$ cat src/tmc_pkg.sv
// tmc_pkg: constants, modes and states for the tape motion control block
`default_nettype none
package tmc_pkg;
  // ----------------------------------------
  // timing
  // ----------------------------------------
  localparam int unsigned TMC_CLK_HZ = 25000000;
  localparam int unsigned TMC_PRESET_US = 100;
  localparam int unsigned TMC_PRESET_CYCLES = (TMC_PRESET_US * (TMC_CLK_HZ / 1000000));
  localparam int unsigned TMC_PRESET_W = 13;
  // ----------------------------------------
  // configuration codes
  // ----------------------------------------
  localparam logic TMC_INPUT_PAIRED = 1'h0;
  localparam logic TMC_INPUT_THREE = 1'h1;
  localparam logic TMC_BRAKE_SINGLE = 1'h0;
  localparam logic TMC_BRAKE_DUAL = 1'h1;
  // ----------------------------------------
  // direction latch encoding
  // ----------------------------------------
  localparam logic TMC_DIR_FWD = 1'h0;
  localparam logic TMC_DIR_REV = 1'h1;
  // ----------------------------------------
  // motion states, one-hot
  // ----------------------------------------
  typedef enum logic [3:0] {
    TMC_FWD_STOP = 4'h1,
    TMC_FWD_RUN = 4'h2,
    TMC_REV_STOP = 4'h4,
    TMC_REV_RUN = 4'h8
  } tmc_motion_t;
endpackage
`default_nettype wire

$ cat src/tmc_command_input_conditioner.sv
// tmc_command_input_conditioner: synchroniser and level/edge detection for one command line
`default_nettype none
module tmc_command_input_conditioner
  import tmc_pkg::*;
(
  // clock and reset
  input wire logic clk,
  input wire logic rst_n,
  // raw command lines: level active low, pulse of either polarity
  input wire logic level_n,
  input wire logic pulse_in,
  // conditioned active-high command, one cycle per accepted command
  output logic cmd
);
  logic [1:0] lvl_sync;
  logic [1:0] pls_sync;
  logic lvl_prev;
  logic pls_prev;
  wire level_active = ~lvl_sync[1];
  wire level_start = level_active & ~lvl_prev;
  // a pulse of either polarity triggers on its rising edge only; the pulse
  // path resets high so a line resting low or high gives no false edge
  wire pulse_rise = pls_sync[1] & ~pls_prev;
  wire next_cmd = level_start | pulse_rise;

  always_ff @(posedge clk or negedge rst_n) begin
    if (!rst_n) begin
      lvl_sync <= 2'h3;
      pls_sync <= 2'h3;
      lvl_prev <= 1'h0;
      pls_prev <= 1'h1;
      cmd <= 1'h0;
    end else begin
      lvl_sync <= {lvl_sync[0], level_n};
      pls_sync <= {pls_sync[0], pulse_in};
      lvl_prev <= level_active;
      pls_prev <= pls_sync[1];
      cmd <= next_cmd;
    end
  end
endmodule
`default_nettype wire

$ cat src/tmc_tape_motion_control.sv
// tmc_tape_motion_control: run/stop and direction latches with solenoid combiner
`default_nettype none
module tmc_tape_motion_control
  import tmc_pkg::*;
#(
  parameter logic INPUT_MODE = TMC_INPUT_THREE,
  parameter logic BRAKE_MODE = TMC_BRAKE_SINGLE,
  parameter logic [TMC_PRESET_W-1:0] PRESET_CYCLES = TMC_PRESET_W'(TMC_PRESET_CYCLES)
)
(
  // clock and reset
  input wire logic clk,
  input wire logic resetn,
  // paired-line inputs, active low
  input wire logic forward_line_n,
  input wire logic reverse_line_n,
  // three-command inputs: level lines active low, pulse lines
  input wire logic forward_level_cmd,
  input wire logic forward_pulse_cmd,
  input wire logic reverse_level_cmd,
  input wire logic reverse_pulse_cmd,
  input wire logic halt_level_cmd,
  input wire logic halt_pulse_cmd,
  // latch state
  output logic run,
  output logic stop,
  output logic reverse_dir,
  output logic preset_active,
  // solenoids, high energises
  output logic fwd_drive,
  output logic rev_drive,
  output logic fwd_brake,
  output logic rev_brake
);
  // ----------------------------------------
  // reset release
  // ----------------------------------------
  logic [1:0] rst_sync;
  wire rst_n = rst_sync[1];
  always_ff @(posedge clk or negedge resetn) begin
    if (!resetn) begin
      rst_sync <= 2'h0;
    end else begin
      rst_sync <= {rst_sync[0], 1'h1};
    end
  end

  // ----------------------------------------
  // three-command conditioners
  // ----------------------------------------
  logic [2:0] cond_cmd;
  wire [2:0] lvl_bus = {halt_level_cmd, reverse_level_cmd, forward_level_cmd};
  wire [2:0] pls_bus = {halt_pulse_cmd, reverse_pulse_cmd, forward_pulse_cmd};
  genvar gi;
  generate
    for (gi = 0; gi < 3; gi++) begin : g_cond
      tmc_command_input_conditioner u_cond (
        .clk(clk),
        .rst_n(rst_n),
        .level_n(lvl_bus[gi]),
        .pulse_in(pls_bus[gi]),
        .cmd(cond_cmd[gi])
      );
    end
  endgenerate

  // ----------------------------------------
  // paired-line synchroniser and decode
  // ----------------------------------------
  logic [1:0] fl_sync;
  logic [1:0] rl_sync;
  always_ff @(posedge clk or negedge rst_n) begin
    if (!rst_n) begin
      fl_sync <= 2'h3;
      rl_sync <= 2'h3;
    end else begin
      fl_sync <= {fl_sync[0], forward_line_n};
      rl_sync <= {rl_sync[0], reverse_line_n};
    end
  end
  // both low is not a legal pair; it is treated as stop
  wire pair_fwd = ~fl_sync[1] & rl_sync[1];
  wire pair_rev = fl_sync[1] & ~rl_sync[1];
  wire pair_stop = ~(pair_fwd | pair_rev);

  // ----------------------------------------
  // command selection
  // ----------------------------------------
  wire paired = (INPUT_MODE == TMC_INPUT_PAIRED);
  wire go_fwd = paired ? pair_fwd : cond_cmd[0];
  wire go_rev = paired ? pair_rev : cond_cmd[1];
  // stop wins so a run request arriving together with a stop never runs tape
  wire go_stop = paired ? pair_stop : cond_cmd[2];

  // ----------------------------------------
  // power-up preset
  // ----------------------------------------
  logic [TMC_PRESET_W-1:0] preset_cnt;
  wire preset_done = (preset_cnt == PRESET_CYCLES);
  always_ff @(posedge clk or negedge rst_n) begin
    if (!rst_n) begin
      preset_cnt <= '0;
      preset_active <= 1'h1;
    end else begin
      if (!preset_done) begin
        preset_cnt <= preset_cnt + TMC_PRESET_W'(1);
      end
      preset_active <= ~preset_done;
    end
  end

  // ----------------------------------------
  // run/stop and direction latches
  // ----------------------------------------
  logic run_stop_latch;
  logic direction_latch;
  // a run request is ignored while the preset holds the transport stopped
  wire run_clear = preset_active | go_stop;
  wire run_request = go_fwd | go_rev;
  wire next_run = run_clear ? 1'h0 : (run_request ? 1'h1 : run_stop_latch);
  // direction only moves on a run request; stop leaves it alone
  wire dir_hold = preset_active | go_stop;
  wire next_dir = dir_hold ? direction_latch : (go_rev ? TMC_DIR_REV : (go_fwd ? TMC_DIR_FWD : direction_latch));
  always_ff @(posedge clk or negedge rst_n) begin
    if (!rst_n) begin
      run_stop_latch <= 1'h0;
      direction_latch <= TMC_DIR_FWD;
    end else begin
      run_stop_latch <= next_run;
      direction_latch <= next_dir;
    end
  end

  // ----------------------------------------
  // solenoid combiner
  // ----------------------------------------
  wire dual = (BRAKE_MODE == TMC_BRAKE_DUAL);
  wire is_rev = (direction_latch == TMC_DIR_REV);
  wire next_fwd_drive = run_stop_latch & ~is_rev;
  wire next_rev_drive = run_stop_latch & is_rev;
  // one brake on its own side, or both when the transport has two brakes
  function automatic logic brake_sel(input logic running, input logic own_side, input logic both);
    return ~running & (both | own_side);
  endfunction
  wire next_fwd_brake = brake_sel(run_stop_latch, ~is_rev, dual);
  wire next_rev_brake = brake_sel(run_stop_latch, is_rev, dual);
  always_ff @(posedge clk or negedge rst_n) begin
    if (!rst_n) begin
      run <= 1'h0;
      stop <= 1'h1;
      reverse_dir <= 1'h0;
      fwd_drive <= 1'h0;
      rev_drive <= 1'h0;
      fwd_brake <= 1'h1;
      // a dual-brake transport holds both brakes on from reset onward
      rev_brake <= (BRAKE_MODE == TMC_BRAKE_DUAL);
    end else begin
      run <= run_stop_latch;
      stop <= ~run_stop_latch;
      reverse_dir <= is_rev;
      fwd_drive <= next_fwd_drive;
      rev_drive <= next_rev_drive;
      fwd_brake <= next_fwd_brake;
      rev_brake <= next_rev_brake;
    end
  end

  // ----------------------------------------
  // checks: power-up preset
  // ----------------------------------------
  // counts preset cycles independently of the preset counter, saturating
  logic [TMC_PRESET_W-1:0] preset_seen;
  always_ff @(posedge clk or negedge rst_n) begin
    if (!rst_n) begin
      preset_seen <= '0;
    end else if (preset_active && (preset_seen != '1)) begin
      preset_seen <= preset_seen + TMC_PRESET_W'(1);
    end
  end
endmodule
`default_nettype wire

$ cat config.mk
export PLATFORM = sky130hd
export DESIGN_NAME = tmc_tape_motion_control
export DESIGN_NICKNAME = d
export VERILOG_FILES = /design/src/tmc_pkg.sv /design/src/tmc_command_input_conditioner.sv /design/src/tmc_tape_motion_control.sv
export SDC_FILE = /design/constraint.sdc
export NUM_CORES = 1
export LEC_CHECK = 0
export BUFFER_PORTS_ARGS = -buffer_cell sky130_fd_sc_hd__buf_2
export CAP_MARGIN = 15
export CORE_UTILIZATION = 60
export CTS_CLUSTER_SIZE = 16
export DETAILED_ROUTE_END_ITERATION = 16
export GPL_TIMING_DRIVEN = 0
export PLACE_DENSITY = 0.87
export SLEW_MARGIN = 10
export SYNTH_ARGS = -nofsm -noshare
export SYNTH_HDL_FRONTEND = slang
export SYNTH_SLANG_ARGS = --single-unit
$ cat constraint.sdc
create_clock -name clk -period 3.89 [get_ports clk]
set_input_delay 0.1945 -clock clk [delete_from_list [all_inputs] [get_ports clk]]
set_output_delay 0.1945 -clock clk [all_outputs]
set_load 0.005 [all_outputs]
## Word-level counts from Yosys, hierarchy flattened

Cells that the tools add are included.

- Add/sub/neg operators: 1
- Equality and inequality tests: 1
- Reductions and logical operators: 3
- Mux-type cells: 4
- Bitwise operators: 28

Operators by type and width:

| operator | number |
|---|---|
| $add 13x1->13 const B | 1 |
| $eq 13x12->1 const B | 1 |
| $not 1->1 | 13 |
| $and 1x1->1 | 10 |
| $or 1x1->1 | 5 |
| $mux 1 | 4 |
| $reduce_bool 2->1 | 2 |
| $reduce_and 2->1 | 1 |

- Output and inout bits: 8
- Input port bits: 10
- Logic and storage cells: 64
- Register bits after elaboration: 46

## Longest topological paths before layout

Gate-level depths: netlist of the first run.

- Depth after elaboration: 3
- Gate-level depth with buffers: 5
- Depth with buffers taken out: 5

## Hierarchy

A second synthesis of the first run with hierarchy kept.

- Cells, all modules: 106
- Area total of the unflattened synthesis: 1,601.5 µm²

Modules (own cells, without submodules):

| module | area an instance (µm²) | sequential area each (µm²) | times used | cells an instance |
|---|---|---|---|---|
| tmc_tape_motion_control | 997.2 | 629.4 | 1 | 76 |
| tmc_command_input_conditioner | 201.4 | 181.4 | 3 | 10 |

## Worst setup path after synthesis of the first run

OpenSTA, ideal clock, no wires.

- Path kind: register to register
- From: register preset_cnt[0]
- To: register preset_cnt[1]
- Library setup time: 125 ps
- Slack: 2,474 ps
- Clock period less this slack: 1,416 ps
- Arrival: 1,291 ps
- Data required time: 3,765 ps
- Path buffers: 0
- Stages on the path, launching flop included: 6
- Cells stage by stage: dfrtp_1 > inv_1 > ha_1 > nor4b_4 > nand4_4 > mux2_4

- Word-level cells in the longest chain between the ends: 1
- Elaborated cells on any way between the ends: 2
- Those cells by class: add/sub: 1; eq/ne: 1

RTL lines:

| element | RTL line | text |
|---|---|---|
| start: declaration | tmc_tape_motion_control.sv:98 | `logic [TMC_PRESET_W-1:0] preset_cnt;` |
| start signal: assignment | tmc_tape_motion_control.sv:106 | `preset_cnt <= preset_cnt + TMC_PRESET_W'(1);` |
| $add 13x1->13 or $eq 13x12->1 (tied branches) | tmc_tape_motion_control.sv:106, tmc_tape_motion_control.sv:99 |  |

Several ways; a longest one is shown, not always the timed one.
A chain may end at the register's enable or synchronous reset.

## Worst setup path after layout of the first run

Ends and elaborated chain as after synthesis.

==> flow_summary.json, run 1 <==
{
  "run_status": "finished clean",
  "firstDrtPassIters": 4,
  "hold_ws_ns": 0.1329,
  "p_comb_share_pct": 2.6,
  "synth_top_area_share_pct": 43.92,
  "ys_types": 25,
  "vias_per_cell": 5.204,
  "ir_drop_mv": 0.4246,
  "drive_above_1_share_pct": 36.50,
  "slew_viol_final": 0,
  "required_ns": 4.15,
  "grt_usage_pct": 20.09,
  "layout_setup_ws_ns": 2.356,
  "placement.io_buffers": 15,
  "hold_class": "primary input to async pin",
  "post-route-drc-count": 0,
  "fmax_ghz": 0.6518,
  "synth-seq-cells": 46,
  "fin_skew_ns": 0.008932,
  "placed_cell_area_mm2": 0.001729,
  "netlist_instances": 106,
  "fin_tns_setup_ns": 0,
  "critPathArrivalTime_ns": 1.79,
  "dr.first_iter.drc_count": 17,
  "cts_made_buffers": 5,
  "power_leakage_nw": 0.8759,
  "pwr-share-clk_pct": 29.4,
  "finalNetCount": 148,
  "grt-ovfl-total": 0,
  "wl_per_cell_um": 13.41,
  "mostFrequentLayoutCells": "dfrtp_1 (27), dfstp_2 (18), buf_2 (16), xnor2_1 (10), inv_1 (9)",
  "cts_root_buf": "clkbuf_4",
  "drtAntennaViolNets": 0,
  "clk_pin_slew_ns": 0.13,
  "ys_warn_count": 0,
  "fill_cells": 150,
  "io_pins": 18,
  "final_common_cell": "dfrtp_1",
  "diodes": 0,
  "mappedNetlistNets": 118,
  "rsz0062_at_grt": "false",
  "hold_viol": 0,
  "path_cells": "inv_1 -> ha_1 -> nor4b_4 -> nand4_4 -> mux2_4",
  "start_util_pct": 63.81,
  "core_area_mm2": 0.002500,
  "r2r_slack_ns": 2.36,
  "max_stage_delay_ns": 0.43,
  "pre_cts_ws_ns": 2.386,
  "cp.depth": 5,
  "syn_to_final_growth_pct": 16.39,
  "gp_congestion": 0.7601,
  "final_area_mm2": 0.001857,
  "critPathBufInv": 1,
  "post_cts_resized": 0,
  "grt_first_pass_wirelength_um": 3788,
  "synth_top_cell_by_area": "dfrtp_1",
  "powerDensity_mw_per_mm2": 400.6,
  "placed_cells": 152,
  "worst-path-max-fanout": 5,
  "insertion_delay_ns": 0.35,
  "grt_pass1_vias": 848,
  "grt_max_degree": 32,
  "reg2reg_depth": 5,
  "drv_cap": 0,
  "die_area_mm2": 0.002869,
  "yosysSeqAreaShare_pct": 73.57,
  "die_x_um": 53.57,
  "crit_type": "register to register",
  "netlist_area_mm2": 0.001595,
  "start_kind": "register",
  "layout_min_cycle_time_ns": 1.534,
  "cts_tree": "yes",
  "setup_viol": 0,
  "vias": 869,
  "multiInputGateArea_um2": 382.9,
  "cp_slowest_cell": "dfrtp_1",
  "hpwl_um": 1517,
  "sequentialPowerShare_pct": 67.9,
  "fin_total_pwr_mw": 0.7438,
  "routed_wl_um": 2240,
  "syn_area_per_cell_um2": 15.05,
  "stdcell_count": 167,
  "crit_path_end_kind": "register",
  "htreeDepth": 2,
  "netSwitchingFraction_pct": 22.12,
  "clock_sink_count": 46,
  "cts_buffer_depth": 2,
  "cp_top_family": "flip-flops",
  "finalCritPeriodShare_pct": 39.44,
  "rows": 18,
  "reg2reg_to": "preset_cnt[1]",
  "reg2reg_from": "preset_cnt[0]",
  "die_h_um": 53.57,
  "antenna_found_initial": 0,
  "ys_top_cells_by_area": "dfrtp_1 (44%), dfstp_2 (30%), xnor2_1 (5.5%)",
  "power_switching_mw": 0.1646,
  "p_int_mw": 0.5793,
  "seq_area_mm2": 0.001175,
  "final_util_pct": 74.27
}
==> synthesized netlist by cell type <==
cell type and number:
a21bo_2 1, a21oi_1 1, a22o_1 1, and2_1 4
and3_1 1, and4_1 1, and4_2 1, buf_2 1
conb_1 1, dfrtp_1 28, dfstp_2 18, ha_1 2
inv_1 9, mux2_4 1, nand2_1 3, nand3_1 5
nand4_1 4, nand4_4 1, nor2_1 5, nor2b_1 2
nor3b_2 1, nor4b_4 1, o22ai_1 3, o31a_1 1
xnor2_1 10
==> logic make-up after synthesis <==
| logic type | count (synthesis) | share of synthesized area (%) |
|---|---|---|
| multiplexers | 1 | 0.9409 |
| adder cells (fa/ha/maj) | 2 | 1.568 |
| buffers and inverters | 10 | 2.431 |
| AND/OR/NAND/NOR | 29 | 12.55 |
| AO/OA/AOI/OAI | 7 | 3.216 |
| XOR/XNOR | 10 | 5.490 |
| other | 1 | 0.2351 |
| flip-flops | 46 | 73.57 |
==> timing repair <==
item                                   4_1_cts  5_1_grt
hold buffers                                 7        0
endpoints found under the hold margin        8        0
setup buffers                                0        0
==> sequential cells by signal, indices dropped and copies added, names as in the netlist, 2 cells and up <==
| register | flops |
|---|---|
| preset_cnt | 13 |
| g_cond.u_cond.lvl_sync | 6 |
| g_cond.u_cond.pls_sync | 6 |
| g_cond.u_cond.cmd | 3 |
| g_cond.u_cond.lvl_prev | 3 |
| g_cond.u_cond.pls_prev | 3 |
| rst_sync | 2 |
==> routing by layer <==
metal  GRT usage, %  wire length (µm)
met1          25.87              1046
met2          29.58              1069
met3          6.215                73
met4          12.72                51
met5              0                 0
==> worst register-to-register path, stage by stage (launching register included) <==
cell and delay (ns):
dfrtp_1 0.43, inv_1 0.11, ha_1 0.15, nor4b_4 0.24
nand4_4 0.18, mux2_4 0.32
==> power by group through the flow <==
stage	sequential (mW)	combinational, mW	clock, mW
CTS	0.506	0.0200	0.229
detailed placement	0.514	0.0148	0
finish	0.505	0.0195	0.219
global route	0.508	0.0223	0.251
floorplan	0.515	0.00260	0
global placement	0.518	0.00620	0
==> cell type report <==
class | instances | area share (%)
multi-input combinational | 50 | 20.62
clock buffer | 5 | 2.022
inverter | 9 | 1.819
buffer | 1 | 0.2695
sequential | 46 | 63.28
clock inverter | 3 | 1.078
timing repair buffer | 23 | 8.895
tap | 30 | 2.022
==> how the worst max path moves through the flow <==
stage	startpoint	endpoint	slack (ns)
detailed placement	preset_cnt[0]	preset_cnt[1]	2.39
finish	preset_cnt[0]	preset_cnt[1]	2.36
global route	preset_cnt[0]	preset_cnt[1]	2.27
CTS	preset_cnt[0]	preset_cnt[1]	2.35
floorplan	preset_cnt[0]	preset_cnt[1]	2.47
global placement	rst_sync[1]	rev_brake	2.23
(Power assumes the default switching activity.)
==> inputs of run 2 (changes only) <==
- ABC_AREA: default -> 1
- CORE_UTILIZATION: 60 -> 51
- PLACE_DENSITY: 0.87 -> 0.79
- clock period: 3.89 -> 1.4 ns (I/O delays scaled with it)
==> run 2 against run 1 <==
Net effect:
- synthesized cell count increased by 44%
- clock-buffer cell count increased by 2
- cell area increased by 7.5%
- register-to-register slack got worse by 2.3 ns
- sequential power increased to 2.8 times the previous value
- critical endpoint is now preset_cnt[3]
- largest power group unchanged
==> flow_summary.json, run 2 <==
{
  "run_status": "finished clean",
  "vias_per_cell": 4.694,
  "dr.first_iter.drc_count": 45,
  "slew_viol_final": 0,
  "vias": 1075,
  "mostFrequentLayoutCells": "nand2_1 (31), dfrtp_1 (27), inv_1 (22), dfstp_2 (18), buf_2 (15)",
  "worst-path-max-fanout": 4,
  "synth.most_common_cell": "nand2_1",
  "netSwitchingFraction_pct": 20.40,
  "cts_root_buf": "clkbuf_4",
  "core_area_mm2": 0.003103,
  "synth-edff-count": 0,
  "pre_cts_ws_ns": 0.1112,
  "synth-seq-cells": 46,
  "post-route-drc-count": 0,
  "pwr-share-clk_pct": 32.5,
  "hold_ws_ns": 0.1140,
  "cts_made_buffers": 5,
  "grt_pass1_vias": 1068,
  "setup_viol": 0,
  "finalNetCount": 196,
  "cts_setup_buffers": 0,
  "netlist_instances": 153,
  "die_h_um": 59.59,
  "mappedNetlistNets": 165,
  "critPathArrivalTime_ns": 1.56,
  "drtAntennaViolNets": 0,
  "hold_class": "register to async pin",
  "routed_wl_um": 2439,
  "fin_total_pwr_mw": 2.163,
  "clk_pin_slew_ns": 0.13,
  "hpwl_um": 1746,
  "powerDensity_mw_per_mm2": 1084,
  "htreeDepth": 2,
  "final_util_pct": 64.31,
  "ys_warn_count": 0,
  "stdcell_count": 229,
  "start_kind": "register",
  "largestRegisters": "preset_cnt x13, g_cond.u_cond.lvl_sync x6, g_cond.u_cond.pls_sync x6",
  "required_ns": 1.65,
  "startpoint": "preset_cnt[0]",
  "final_common_cell": "nand2_1",
  "reg2reg_depth": 6,
  "die_area_mm2": 0.003551,
  "ir_drop_mv": 0.9160,
  "hold_viol": 0,
  "layout_setup_ws_ns": 0.09072,
  "ys_top_cells_by_count": "nand2_1 (31), dfrtp_1 (28), inv_1 (22)",
  "ys_top_cells_by_area": "dfrtp_1 (41%), dfstp_2 (28%), nand2_1 (6.9%)",
  "cts_hold_buf": 8,
  "crit_type": "register to register",
  "cts_buffer_depth": 2,
  "fin_skew_ns": 0.007446,
  "syn_area_per_cell_um2": 11.06,
  "start_util_pct": 54.52,
  "grt_max_degree": 38,
  "synth_top_area_share_pct": 41.42,
  "grt_first_pass_wirelength_um": 4422,
  "firstDrtPassIters": 4,
  "placed_cells": 213,
  "power_leakage_nw": 0.9571,
  "syn_to_final_growth_pct": 17.97,
  "drive_above_1_share_pct": 28.11,
  "crit_path_end_kind": "register",
  "io_pins": 18,
  "wl_per_cell_um": 10.65,
  "regMostFlops": "preset_cnt",
  "fmax_ghz": 0.7638,
  "yosysSeqAreaShare_pct": 69.38,
  "placement.io_buffers": 15,
  "synth_top_cell_by_area": "dfrtp_1",
  "die_x_um": 59.59,
  "clock_sink_count": 46,
  "power_switching_mw": 0.4413,
  "post_cts_resized": 0,
  "largest_register_ffs": 13,
  "gp_congestion": 0.8495,
  "synthArstFlopShare_pct": 100.0,
  "drv_cap": 0,
  "p_int_mw": 1.722,
  "insertion_delay_ns": 0.35,
  "netlist_area_mm2": 0.001692,
  "p_comb_share_pct": 2.8,
  "sequentialPowerShare_pct": 64.7,
  "antenna_found_initial": 0,
  "reg2reg_from": "preset_cnt[0]",
  "rows": 20,
  "cts_tree": "yes",
  "ys_types": 25,
  "grt_usage_pct": 17.73,
  "grt-ovfl-total": 0,
  "synthFlopType": "dfrtp_1",
  "rsz0062_at_grt": "false",
  "layout_min_cycle_time_ns": 1.309,
  "diodes": 0,
  "finalCritPeriodShare_pct": 93.52
}
==> run 2: power by group through the flow <==
stage / Clock [mW] / Sequential [mW] / Combinational, mW
6_report: 0.702 / 1.40 / 0.0613
5_1_grt: 0.781 / 1.40 / 0.0712
4_1_cts: 0.733 / 1.40 / 0.0630
3_5_place_dp: 0 / 1.42 / 0.0463
3_3_place_gp: 0 / 1.44 / 0.0196
2_1_floorplan: 0 / 1.43 / 0.00924
==> run 2: final timing paths <==
| kind | to | slack [ns] |
|---|---|---|
| worst min register to register | preset_cnt[12] | 0.11 |
| worst max-delay path | preset_cnt[3] | 0.09 |
| worst min-delay path | preset_cnt[12] | 0.11 |
| min in group clk | g_cond[0].u_cond.pls_sync[0] | 0.35 |
| worst max register to register | preset_cnt[3] | 0.09 |
| max in group asynchronous | rst_sync[1] | 0.71 |
==> run 2: metrics by stage <==
stage	instance area (µm²)	TNS [ns]
floorplan	1692	0
global placement	1822	-7.412
detailed placement	1843	0
CTS	1996	0
global route	1996	0
finish	1996	0
==> run 2: logic make-up (layout without fill, tap and decap cells) <==
group	after synthesis	count (layout)	synth area share, %
buf+inv	23	55	5.103
simple gates	68	68	18.57
fa+ha+maj	2	2	1.479
xor+xnor	5	5	2.589
other cells	1	1	0.2217
flops	46	46	69.38
compound gates	8	8	2.663
==> run 2: cell type report <==
type | instances | area, µm²
Clock buffer | 7 | 66.31
Clock inverter | 1 | 6.256
Fill cell | 273 | 1107
Inverter | 23 | 86.33
Multi-Input combinational cell | 84 | 431.7
Sequential cell | 46 | 1175
Tap cell | 44 | 55.05
Timing Repair Buffer | 24 | 175.2
==> run 2: critical path, stage by stage (launching register included) <==
cell	delay, ns
dfrtp_1	0.44
inv_1	0.10
ha_1	0.18
nand3_1	0.09
nor2_2	0.17
nand2_1	0.09
and2_1	0.15
==> run 2: metal layers <==
layer	share of wire, %	track usage, %
met4	2.2	10.96
met5	0	0
met3	3.2	4.585
met2	50	29.21
met1	44	20.75
